File: config.mk
export PLATFORM = sky130hd
export DESIGN_NAME = serial_port
export DESIGN_NICKNAME = d
export VERILOG_FILES = /design/src/rtl/serial_rx_fifo.v /design/src/rtl/serial_tx.v /design/src/rtl/serial_port.v
export VERILOG_INCLUDE_DIRS = /design/src /design/src/common
export SDC_FILE = /design/constraint.sdc
export NUM_CORES = 1
export LEC_CHECK = 0
export ABC_AREA = 1
export BUFFER_PORTS_ARGS = -buffer_cell sky130_fd_sc_hd__buf_2
export CORE_UTILIZATION = 55
export CTS_BUF_LIST = sky130_fd_sc_hd__clkbuf_4 sky130_fd_sc_hd__clkbuf_8
export CTS_CLUSTER_SIZE = 28
export DETAILED_ROUTE_END_ITERATION = 8
export MAX_ROUTING_LAYER = met4
export PLACE_DENSITY = 0.76
export RECOVER_POWER = 100
export SETUP_SLACK_MARGIN = 0.1
export SLEW_MARGIN = 20
export SYNTH_ARGS = -nofsm -noshare
export SYNTH_HDL_FRONTEND = slang
export SYNTH_HIERARCHICAL = 1
export SYNTH_SLANG_ARGS = --single-unit
File: constraint.sdc
create_clock -name clk_in -period 6.8 [get_ports clk_in]
set_input_delay 0.34 -clock clk_in [delete_from_list [all_inputs] [get_ports clk_in]]
set_output_delay 0.34 -clock clk_in [all_outputs]
set_load 0.02 [all_outputs]
File: src/common/serial_port_map.vh
`ifndef SERIAL_PORT_MAP_VH
`define SERIAL_PORT_MAP_VH
// Register offsets
`define REG_CONTROL 3'h0
`define REG_STATUS 3'h1
`define REG_TX_DATA 3'h2
`define REG_RX_DATA 3'h3
// Control bit positions
`define CTL_PORT_ENABLE 0
`define CTL_RECEIVE_ENABLE 1
`define CTL_TRANSMITTER_ENABLE 2
`define CTL_NINE_BIT_TX 3
`define CTL_NINE_BIT_RX 4
`define CTL_CLOCKED_MODE 5
`define CTL_POLARITY_INVERT 6
`define CTL_TX_NINTH_BIT 7
`define CONTROL_RESET 8'h00
// Status bit positions
`define STA_TX_FLAG 0
`define STA_RX_FLAG 1
`define STA_FRAMING_ERROR 2
`define STA_OVERRUN_ERROR 3
`define STA_RX_NINTH_BIT 4
`define STA_SHIFTER_EMPTY 5
// Oversampling counts and receive buffer depth
`define TICKS_PER_BIT 4'hF
`define TICKS_HALF_BIT 4'h7
`define RX_FIFO_DEPTH 2
`endif

File: src/rtl/serial_rx_fifo.v
`timescale 1ns/1ps
`default_nettype none
module serial_rx_fifo #(
	parameter WIDTH = 10,
	parameter DEPTH = 2
) (
	input wire clk_in,
	input wire rstn_in,
	input wire flush_in,
	input wire push_valid_in,
	output wire push_ready_out,
	input wire [WIDTH-1:0] push_data_in,
	output wire pop_valid_out,
	input wire pop_ready_in,
	output wire [WIDTH-1:0] pop_data_out
);
	reg [WIDTH-1:0] mem_r [0:DEPTH-1];
	reg [31:0] count_r;
	wire do_push;
	wire do_pop;
	genvar gi;

	assign push_ready_out = (count_r < DEPTH);
	assign pop_valid_out = (count_r != 0);
	assign do_push = push_valid_in & push_ready_out;
	assign do_pop = pop_ready_in & pop_valid_out;
	assign pop_data_out = mem_r[0];

	// Entry 0 is always the oldest; entries slide down on a pop
	generate
		for (gi = 0; gi < DEPTH; gi = gi + 1) begin : g_entry
			always @(posedge clk_in) begin
				if (!rstn_in) begin
					mem_r[gi] <= {WIDTH{1'b0}};
				end else if (do_pop && do_push && count_r == gi + 1) begin
					mem_r[gi] <= push_data_in;
				end else if (do_pop) begin
					if (gi < DEPTH - 1)
						mem_r[gi] <= mem_r[(gi < DEPTH - 1) ? gi + 1 : gi];
				end else if (do_push && count_r == gi) begin
					mem_r[gi] <= push_data_in;
				end
			end
		end
	endgenerate

	always @(posedge clk_in) begin
		if (!rstn_in || flush_in) begin
			count_r <= 32'h0;
		end else if (do_push && !do_pop) begin
			count_r <= count_r + 32'h1;
		end else if (do_pop && !do_push) begin
			count_r <= count_r - 32'h1;
		end
	end
endmodule
`default_nettype wire

File: src/rtl/serial_tx.v
`timescale 1ns/1ps
`default_nettype none
`include "serial_port_map.vh"
module serial_tx (
	input wire clk_in,
	input wire rstn_in,
	input wire run_in,
	input wire tick_in,
	input wire nine_bit_in,
	input wire invert_in,
	input wire load_in,
	input wire [8:0] load_data_in,
	output wire hold_full_out,
	output wire shifter_empty_out,
	output reg line_out
);
	reg [8:0] hold_r;
	reg hold_full_r;
	reg [10:0] shifter_r;
	reg [3:0] bits_left_r;
	reg [3:0] tick_cnt_r;
	reg busy_r;

	assign hold_full_out = hold_full_r;
	assign shifter_empty_out = ~busy_r;

	always @(posedge clk_in) begin
		if (!rstn_in || !run_in) begin
			hold_r <= 9'h000;
			hold_full_r <= 1'b0;
			shifter_r <= 11'h7FF;
			bits_left_r <= 4'h0;
			tick_cnt_r <= 4'h0;
			busy_r <= 1'b0;
			line_out <= 1'b1;
		end else begin
			if (load_in) begin
				hold_r <= load_data_in;
				hold_full_r <= 1'b1;
			end
			if (!busy_r && hold_full_r && !load_in) begin
				// Stop, optional ninth, eight data, start; LSB first
				shifter_r <= nine_bit_in ? {1'b1, hold_r, 1'b0} :
					{2'b11, hold_r[7:0], 1'b0};
				bits_left_r <= nine_bit_in ? 4'hB : 4'hA;
				hold_full_r <= 1'b0;
				tick_cnt_r <= 4'h0;
				busy_r <= 1'b1;
			end else if (busy_r && tick_in) begin
				if (tick_cnt_r == `TICKS_PER_BIT) begin
					tick_cnt_r <= 4'h0;
					shifter_r <= {1'b1, shifter_r[10:1]};
					bits_left_r <= bits_left_r - 4'h1;
					if (bits_left_r == 4'h1)
						busy_r <= 1'b0;
				end else begin
					tick_cnt_r <= tick_cnt_r + 4'h1;
				end
			end
			line_out <= (busy_r ? shifter_r[0] : 1'b1) ^ invert_in;
		end
	end
endmodule
`default_nettype wire

File: src/rtl/serial_port.v
// The placing of the registers and the plain strobed port were decided locally.
`timescale 1ns/1ps
`default_nettype none
`include "serial_port_map.vh"
module serial_port (
	input wire clk_in,
	input wire rstn_in,
	input wire baud_tick_in,
	input wire [2:0] addr_in,
	input wire [7:0] wdata_in,
	input wire wr_in,
	input wire rd_in,
	output reg [7:0] rdata_out,
	input wire receive_line_in,
	output wire transmit_line_out,
	output wire receive_interrupt_flag_out,
	output wire transmit_interrupt_flag_out
);
	localparam ST_IDLE = 2'h0;
	localparam ST_START = 2'h1;
	localparam ST_DATA = 2'h2;
	localparam ST_STOP = 2'h3;

	reg [7:0] control_r;
	reg [1:0] rx_state_r;
	reg [1:0] rx_state_nxt;
	reg [3:0] rx_tick_cnt_r;
	reg [3:0] rx_bits_r;
	reg [8:0] receive_shifter_r;
	reg [2:0] sample_hist_r;
	reg line_prev_r;
	reg line_meta_r;
	reg line_sync_r;
	reg overrun_error_r;
	reg push_r;
	reg [9:0] push_data_r;
	reg rx_nine_r;

	wire port_enable;
	wire receive_enable;
	wire transmitter_enable;
	wire nine_bit_transmit_select;
	wire nine_bit_receive_select;
	wire clocked_mode_select;
	wire polarity_invert;
	wire transmit_ninth_bit;
	wire rx_active;
	wire majority;
	wire centre_tick;
	wire fifo_ready;
	wire fifo_valid;
	wire [9:0] fifo_head;
	wire fifo_pop;
	wire fifo_flush;
	wire tx_hold_full;
	wire tx_shifter_empty;
	wire tx_load;
	wire [7:0] status_word;
	wire start_edge;
	wire data_sample;
	wire stop_sample;
	wire head_framing_error;
	wire head_ninth_bit;

	assign port_enable = control_r[`CTL_PORT_ENABLE];
	assign receive_enable = control_r[`CTL_RECEIVE_ENABLE];
	assign transmitter_enable = control_r[`CTL_TRANSMITTER_ENABLE];
	assign nine_bit_transmit_select = control_r[`CTL_NINE_BIT_TX];
	assign nine_bit_receive_select = control_r[`CTL_NINE_BIT_RX];
	assign clocked_mode_select = control_r[`CTL_CLOCKED_MODE];
	assign polarity_invert = control_r[`CTL_POLARITY_INVERT];
	assign transmit_ninth_bit = control_r[`CTL_TX_NINTH_BIT];

	// Control register; the ninth transmit bit lives here so it is
	// latched before the data byte write that consumes it
	always @(posedge clk_in) begin
		if (!rstn_in) begin
			control_r <= `CONTROL_RESET;
		end else if (wr_in && addr_in == `REG_CONTROL) begin
			control_r <= wdata_in;
		end
	end

	// Transmit side

	assign tx_load = wr_in && addr_in == `REG_TX_DATA &&
		port_enable && transmitter_enable && !clocked_mode_select;

	serial_tx u_tx (
		.clk_in(clk_in),
		.rstn_in(rstn_in),
		.run_in(port_enable & transmitter_enable),
		.tick_in(baud_tick_in),
		.nine_bit_in(nine_bit_transmit_select),
		.invert_in(polarity_invert),
		.load_in(tx_load),
		.load_data_in({transmit_ninth_bit, wdata_in}),
		.hold_full_out(tx_hold_full),
		.shifter_empty_out(tx_shifter_empty),
		.line_out(transmit_line_out)
	);

	// Flag rises as soon as the enable is set since the holder is empty
	assign transmit_interrupt_flag_out = port_enable &&
		transmitter_enable && !tx_hold_full;

	// Receive side

	// Two-stage synchroniser; only the second stage feeds logic
	always @(posedge clk_in) begin
		if (!rstn_in) begin
			line_meta_r <= 1'b1;
			line_sync_r <= 1'b1;
		end else begin
			line_meta_r <= receive_line_in;
			line_sync_r <= line_meta_r;
		end
	end

	assign rx_active = port_enable && receive_enable &&
		!clocked_mode_select;

	// Three most recent oversamples around the bit centre
	assign majority = (sample_hist_r[0] & sample_hist_r[1]) |
		(sample_hist_r[1] & sample_hist_r[2]) |
		(sample_hist_r[0] & sample_hist_r[2]);

	assign centre_tick = baud_tick_in && ((rx_state_r == ST_START) ?
		(rx_tick_cnt_r == `TICKS_HALF_BIT) :
		(rx_tick_cnt_r == `TICKS_PER_BIT));

	// Judged tick to tick, so a long low run is one edge only
	assign start_edge = baud_tick_in && line_prev_r &&
		!line_sync_r;
	assign data_sample = rx_state_r == ST_DATA && centre_tick;
	assign stop_sample = rx_state_r == ST_STOP && centre_tick;

	always @(posedge clk_in) begin
		if (!rstn_in || !rx_active) begin
			sample_hist_r <= 3'h7;
			line_prev_r <= 1'b1;
		end else if (baud_tick_in) begin
			sample_hist_r <= {sample_hist_r[1:0], line_sync_r};
			line_prev_r <= line_sync_r;
		end
	end

	always @* begin
		rx_state_nxt = rx_state_r;
		case (rx_state_r)
			ST_IDLE: begin
				// Overrun holds the receiver off entirely
				if (start_edge && !overrun_error_r)
					rx_state_nxt = ST_START;
			end
			ST_START: begin
				if (centre_tick)
					rx_state_nxt = majority ? ST_IDLE : ST_DATA;
			end
			ST_DATA: begin
				if (centre_tick && rx_bits_r == 4'h1)
					rx_state_nxt = ST_STOP;
			end
			ST_STOP: begin
				if (centre_tick)
					rx_state_nxt = ST_IDLE;
			end
			default: begin
				rx_state_nxt = ST_IDLE;
			end
		endcase
	end

	always @(posedge clk_in) begin
		if (!rstn_in || !rx_active) begin
			rx_state_r <= ST_IDLE;
			rx_tick_cnt_r <= 4'h0;
			rx_bits_r <= 4'h0;
			receive_shifter_r <= 9'h000;
			rx_nine_r <= 1'b0;
		end else begin
			rx_state_r <= rx_state_nxt;
			if (rx_state_r == ST_IDLE) begin
				rx_tick_cnt_r <= 4'h0;
				// Width is fixed per character at its start
				rx_nine_r <= nine_bit_receive_select;
				rx_bits_r <= nine_bit_receive_select ? 4'h9 : 4'h8;
			end else if (baud_tick_in) begin
				if (centre_tick)
					rx_tick_cnt_r <= 4'h0;
				else
					rx_tick_cnt_r <= rx_tick_cnt_r + 4'h1;
			end
			if (data_sample) begin
				// LSB arrives first, so shift in from the top
				receive_shifter_r <= {majority,
					receive_shifter_r[8:1]};
				rx_bits_r <= rx_bits_r - 4'h1;
			end
		end
	end

	// Push one cycle after the stop sample, with its own framing bit
	always @(posedge clk_in) begin
		if (!rstn_in || !rx_active) begin
			push_r <= 1'b0;
			push_data_r <= 10'h000;
		end else begin
			push_r <= stop_sample;
			if (stop_sample) begin
				push_data_r[9] <= ~majority;
				push_data_r[8:0] <= rx_nine_r ? receive_shifter_r :
					{1'b0, receive_shifter_r[8:1]};
			end
		end
	end

	// Overrun: stays until receive or port enable is cleared or clocked mode is set
	always @(posedge clk_in) begin
		if (!rstn_in || !rx_active) begin
			overrun_error_r <= 1'b0;
		end else if (push_r && !fifo_ready) begin
			overrun_error_r <= 1'b1;
		end
	end

	// Buffered data and framing errors survive a receive-enable clear; overrun does not
	assign fifo_flush = !port_enable;
	assign fifo_pop = rd_in && addr_in == `REG_RX_DATA;

	serial_rx_fifo #(
		.WIDTH(10),
		.DEPTH(`RX_FIFO_DEPTH)
	) u_rx_fifo (
		.clk_in(clk_in),
		.rstn_in(rstn_in),
		.flush_in(fifo_flush),
		.push_valid_in(push_r && !overrun_error_r),
		.push_ready_out(fifo_ready),
		.push_data_in(push_data_r),
		.pop_valid_out(fifo_valid),
		.pop_ready_in(fifo_pop),
		.pop_data_out(fifo_head)
	);

	// Not gated by any interrupt enable; none exist in this block
	assign receive_interrupt_flag_out = rx_active &&
		fifo_valid;

	// Register read port

	// Drained buffer shows no stale status of a popped entry
	assign head_framing_error = fifo_head[9] & fifo_valid;
	assign head_ninth_bit = fifo_head[8] & fifo_valid;

	assign status_word = {
		2'b00,
		tx_shifter_empty,
		head_ninth_bit,
		overrun_error_r,
		head_framing_error,
		receive_interrupt_flag_out,
		transmit_interrupt_flag_out
	};

	always @(posedge clk_in) begin
		if (!rstn_in) begin
			rdata_out <= 8'h00;
		end else if (rd_in) begin
			case (addr_in)
				`REG_CONTROL: begin
					rdata_out <= control_r;
				end
				`REG_STATUS: begin
					rdata_out <= status_word;
				end
				`REG_RX_DATA: begin
					rdata_out <= fifo_head[7:0];
				end
				`REG_TX_DATA: begin
					// Transmit data is write-only
					rdata_out <= 8'h00;
				end
				default: begin
					rdata_out <= 8'h00;
				end
			endcase
		end else begin
			rdata_out <= 8'h00;
		end
	end
endmodule
`default_nettype wire

==> out/qor.csv <==
metric,value,unit
outcome,"complete, no violations",
clock sinks,135,
share of layout cells above drive strength 1,10.16,%
Synth Instances,1062,
Via-to-Cell Ratio,5.247,
crit-path max cell delay,1.07,ns
fmax,215.0,MHz
placed cells,1237,
fin cells,1269,
Tot Pwr,1.631,mW
"flops & latches, synth",135,
Die Ht,118.1,um
clk_lat worst skew,0.45,ns
Netlist cell types,43,
Mapped Area,0.007415,mm^2
CTS tree,done,
GP Congestion,0.9334,
Initial Util,56.21,%
Post-route DRC,0,
number of diodes,0,
peak supply drop,0.0001304,V
Register Area,0.002903,mm^2
Rows,42,
Syn. warnings,6,
multi-input logic area,0.003775,mm^2
Max clock buf depth,2,
CP Cell Sequence,nor2_2 > nand2_1 > nor2_1 > nand2_4 > nor2_1 > nand2_2 > inv_1 > ha_1 > clkbuf_1 > inv_2 > a21oi_1 > nand3_2 > nor2_2 > nand3_1 > nand2_1 > inv_1 > nor2_1,
slew at the pin with the worst max-slew slack,1.487,ns
Post-DP Area,0.007606,mm^2
Critical Path AT,5.04,ns
PD cells,204.7,mW/mm^2
starting DRC count in detailed routing,501,
slew margin rel.,0.8998,%
Crit path buffers/inverters,4,
RSZ-0062 raised after global routing,no,
kind of critical path,reg2reg,
Setup TNS,0,ns
post-CTS setup buffer count,0,
Area Overhead vs Synth,7.492,%
Antenna Violating Nets Remaining,0,
Post-Syn Nets,1092,
core footprint,0.01319,mm^2
final setup fails,0,
number of buffers created by CTS,17,
syn_area_per_cell,6.982,um^2
Total Die Area,0.01395,mm^2
CP startpoint kind,flop,
Sw Share,21.20,%
Final Hold Fails,0,
clock root cell,clkbuf_8,
gr usage total,25.67,%
post-cts sizing count,0,
global-route wire length before repair,28230,um
Final min period,4.651,ns
Max-cap violations,0,
Via Count,6658,
final core utilization,60.43,%
DPL Wire Length,11850,um
pre-CTS setup slack,3.385,ns
WL/cell,13.07,um
Setup crit end kind,flop,
Pins Over Slew Limit,0,
"commonest non-fill, non-tap cell in the layout",nand2_1,
initial antenna violation count,0,
"Clk pin slew, worst setup/hold paths",0.08,ns
fillers,1228,
clock power share,48.1,%
"Max FO, Critical Path",33,
DRT Pass-1 Iters,5,
Total Routed Length,16580,um
Internal Power,1.285,mW
GRT Residual Overflow,0,
I/O Buffers,27,
"commonest non-fill, non-tap cells in the layout","nand2_1 (281), nor2_1 (140), dfxtp_1 (115), inv_1 (113), a21oi_1 (88)",
LEAKAGE,3.258,nW
# hold bufs at CTS,0,
layout net count,1110,
sequential cell area fraction in the yosys report,39.15,%
sequential fraction of design power,50.2,%
CP max stage cell,clkbuf_1,
number of global-route vias before repair,5949,
Final Skew,0.01034,ns
hold_ws,0.07800,ns
io pins,28,
Final Cycle Share,68.40,%
Worst Hold Class,in2reg,
Die W,118.1,um
CP Data Required Time,7.18,ns
H-Tree Depth,4,
largest net degree at the start of global routing,34,
Finished Cell Area,0.007970,mm^2
final worst-path setup slack,2.149,ns
most used cell along the critical path,nor2_1,
Comb pwr share,1.8,%
Psw,345.9,uW
crit-path leading delay family,buffers and inverters,
cells by family (layout without fill, tap and decap cells):
family          after synthesis  count (layout)  synth area share [%]
fa+ha+maj                    13              13                 2.194
xor+xnor                      6               6                0.7087
buf+inv                     151             182                 8.707
flops                       135             135                 39.15
compound gates              177             177                 13.01
simple gates                580             580                 36.23
final timing paths:
check | start | endpoint | slack, ns | cells after the start
hold reg to reg | line_meta_r | line_sync_r | 0.43 | 1
hold / removal | receive_line_in | line_meta_r | 0.08 | 2
setup / recovery | u_rx_fifo/count_r[24] | u_rx_fifo/count_r[26] | 2.15 | 17
setup reg to reg | u_rx_fifo/count_r[24] | u_rx_fifo/count_r[26] | 2.15 | 17
power by group through the flow:
stage	Combinational [mW]	Sequential, mW	Clock, mW
after detailed placement	0.0300	0.837	0
after global routing	0.0326	0.819	0.833
after global placement	0.0294	0.837	0
after CTS	0.0302	0.818	0.794
after floorplan	0.0165	0.837	0
final	0.0293	0.818	0.784
worst reg2reg max path: cells and delay by family, from the launching register on:
kind	cells	cell delay [ns]
compound gates	1	0.68
fa+ha+maj	1	0.14
buf+inv	4	1.83
flops	1	0.37
simple gates	11	1.62
final cells by class:
| type | instances | area share, % |
|---|---|---|
| Clock buffer | 23 | 3.972 |
| Clock inverter | 9 | 2.025 |
| Inverter | 121 | 5.808 |
| Multi-Input combinational cell | 776 | 47.36 |
| Sequential cell | 135 | 36.42 |
| Tap cell | 176 | 2.763 |
| Timing Repair Buffer | 29 | 1.648 |
registers in the layout, summed over array words and instances, names as in the netlist, 3 cells and up, named ones only:
name / flops
u_rx_fifo/count_r: 32
u_rx_fifo/mem_r: 20
push_data_r: 10
u_tx/shifter_r: 10
receive_shifter_r: 9
u_tx/hold_r: 9
control_r: 8
rdata_out: 8
rx_bits_r: 4
rx_tick_cnt_r: 4
u_tx/bits_left_r: 4
u_tx/tick_cnt_r: 4
sample_hist_r: 3
cells in the mapped netlist, drive strengths merged:
| cell | n | area (um^2) |
|---|---|---|
| dfxtp | 115 | 2302 |
| or2 | 3 | 18.77 |
| clkinv | 1 | 8.760 |
| nor3b | 3 | 22.52 |
| nand2 | 295 | 1180 |
| o21a | 1 | 7.510 |
| a21oi | 96 | 521.8 |
| nand4 | 17 | 106.4 |
| xnor2 | 1 | 8.760 |
| o21bai | 1 | 7.510 |
| nand3b | 3 | 22.52 |
| edfxtp | 20 | 600.6 |
| a21o | 1 | 7.510 |
| nor2 | 163 | 802.0 |
| clkbuf | 12 | 48.80 |
| o211ai | 9 | 67.56 |
| and2 | 2 | 12.51 |
| a31oi | 2 | 12.51 |
| o21ai | 66 | 334.1 |
| ha | 13 | 162.7 |
| xor2 | 5 | 43.79 |
| inv | 120 | 455.4 |
| nand3 | 83 | 460.4 |
| nor4 | 1 | 6.260 |
| buf | 18 | 132.6 |
| nor3 | 10 | 55.05 |
| o22ai | 1 | 6.260 |
metal layers:
metal  share of wire, %  vias to the layer above  track usage (%)
met3                6.1                       28            6.686
met1                 48                     2964            33.94
met2                 44                      186            38.38
met5                  0                        -                -
li1                   -                     3480                -
met4                1.6                        0            7.853
Note: power is estimated with default switching activity, not from simulation.
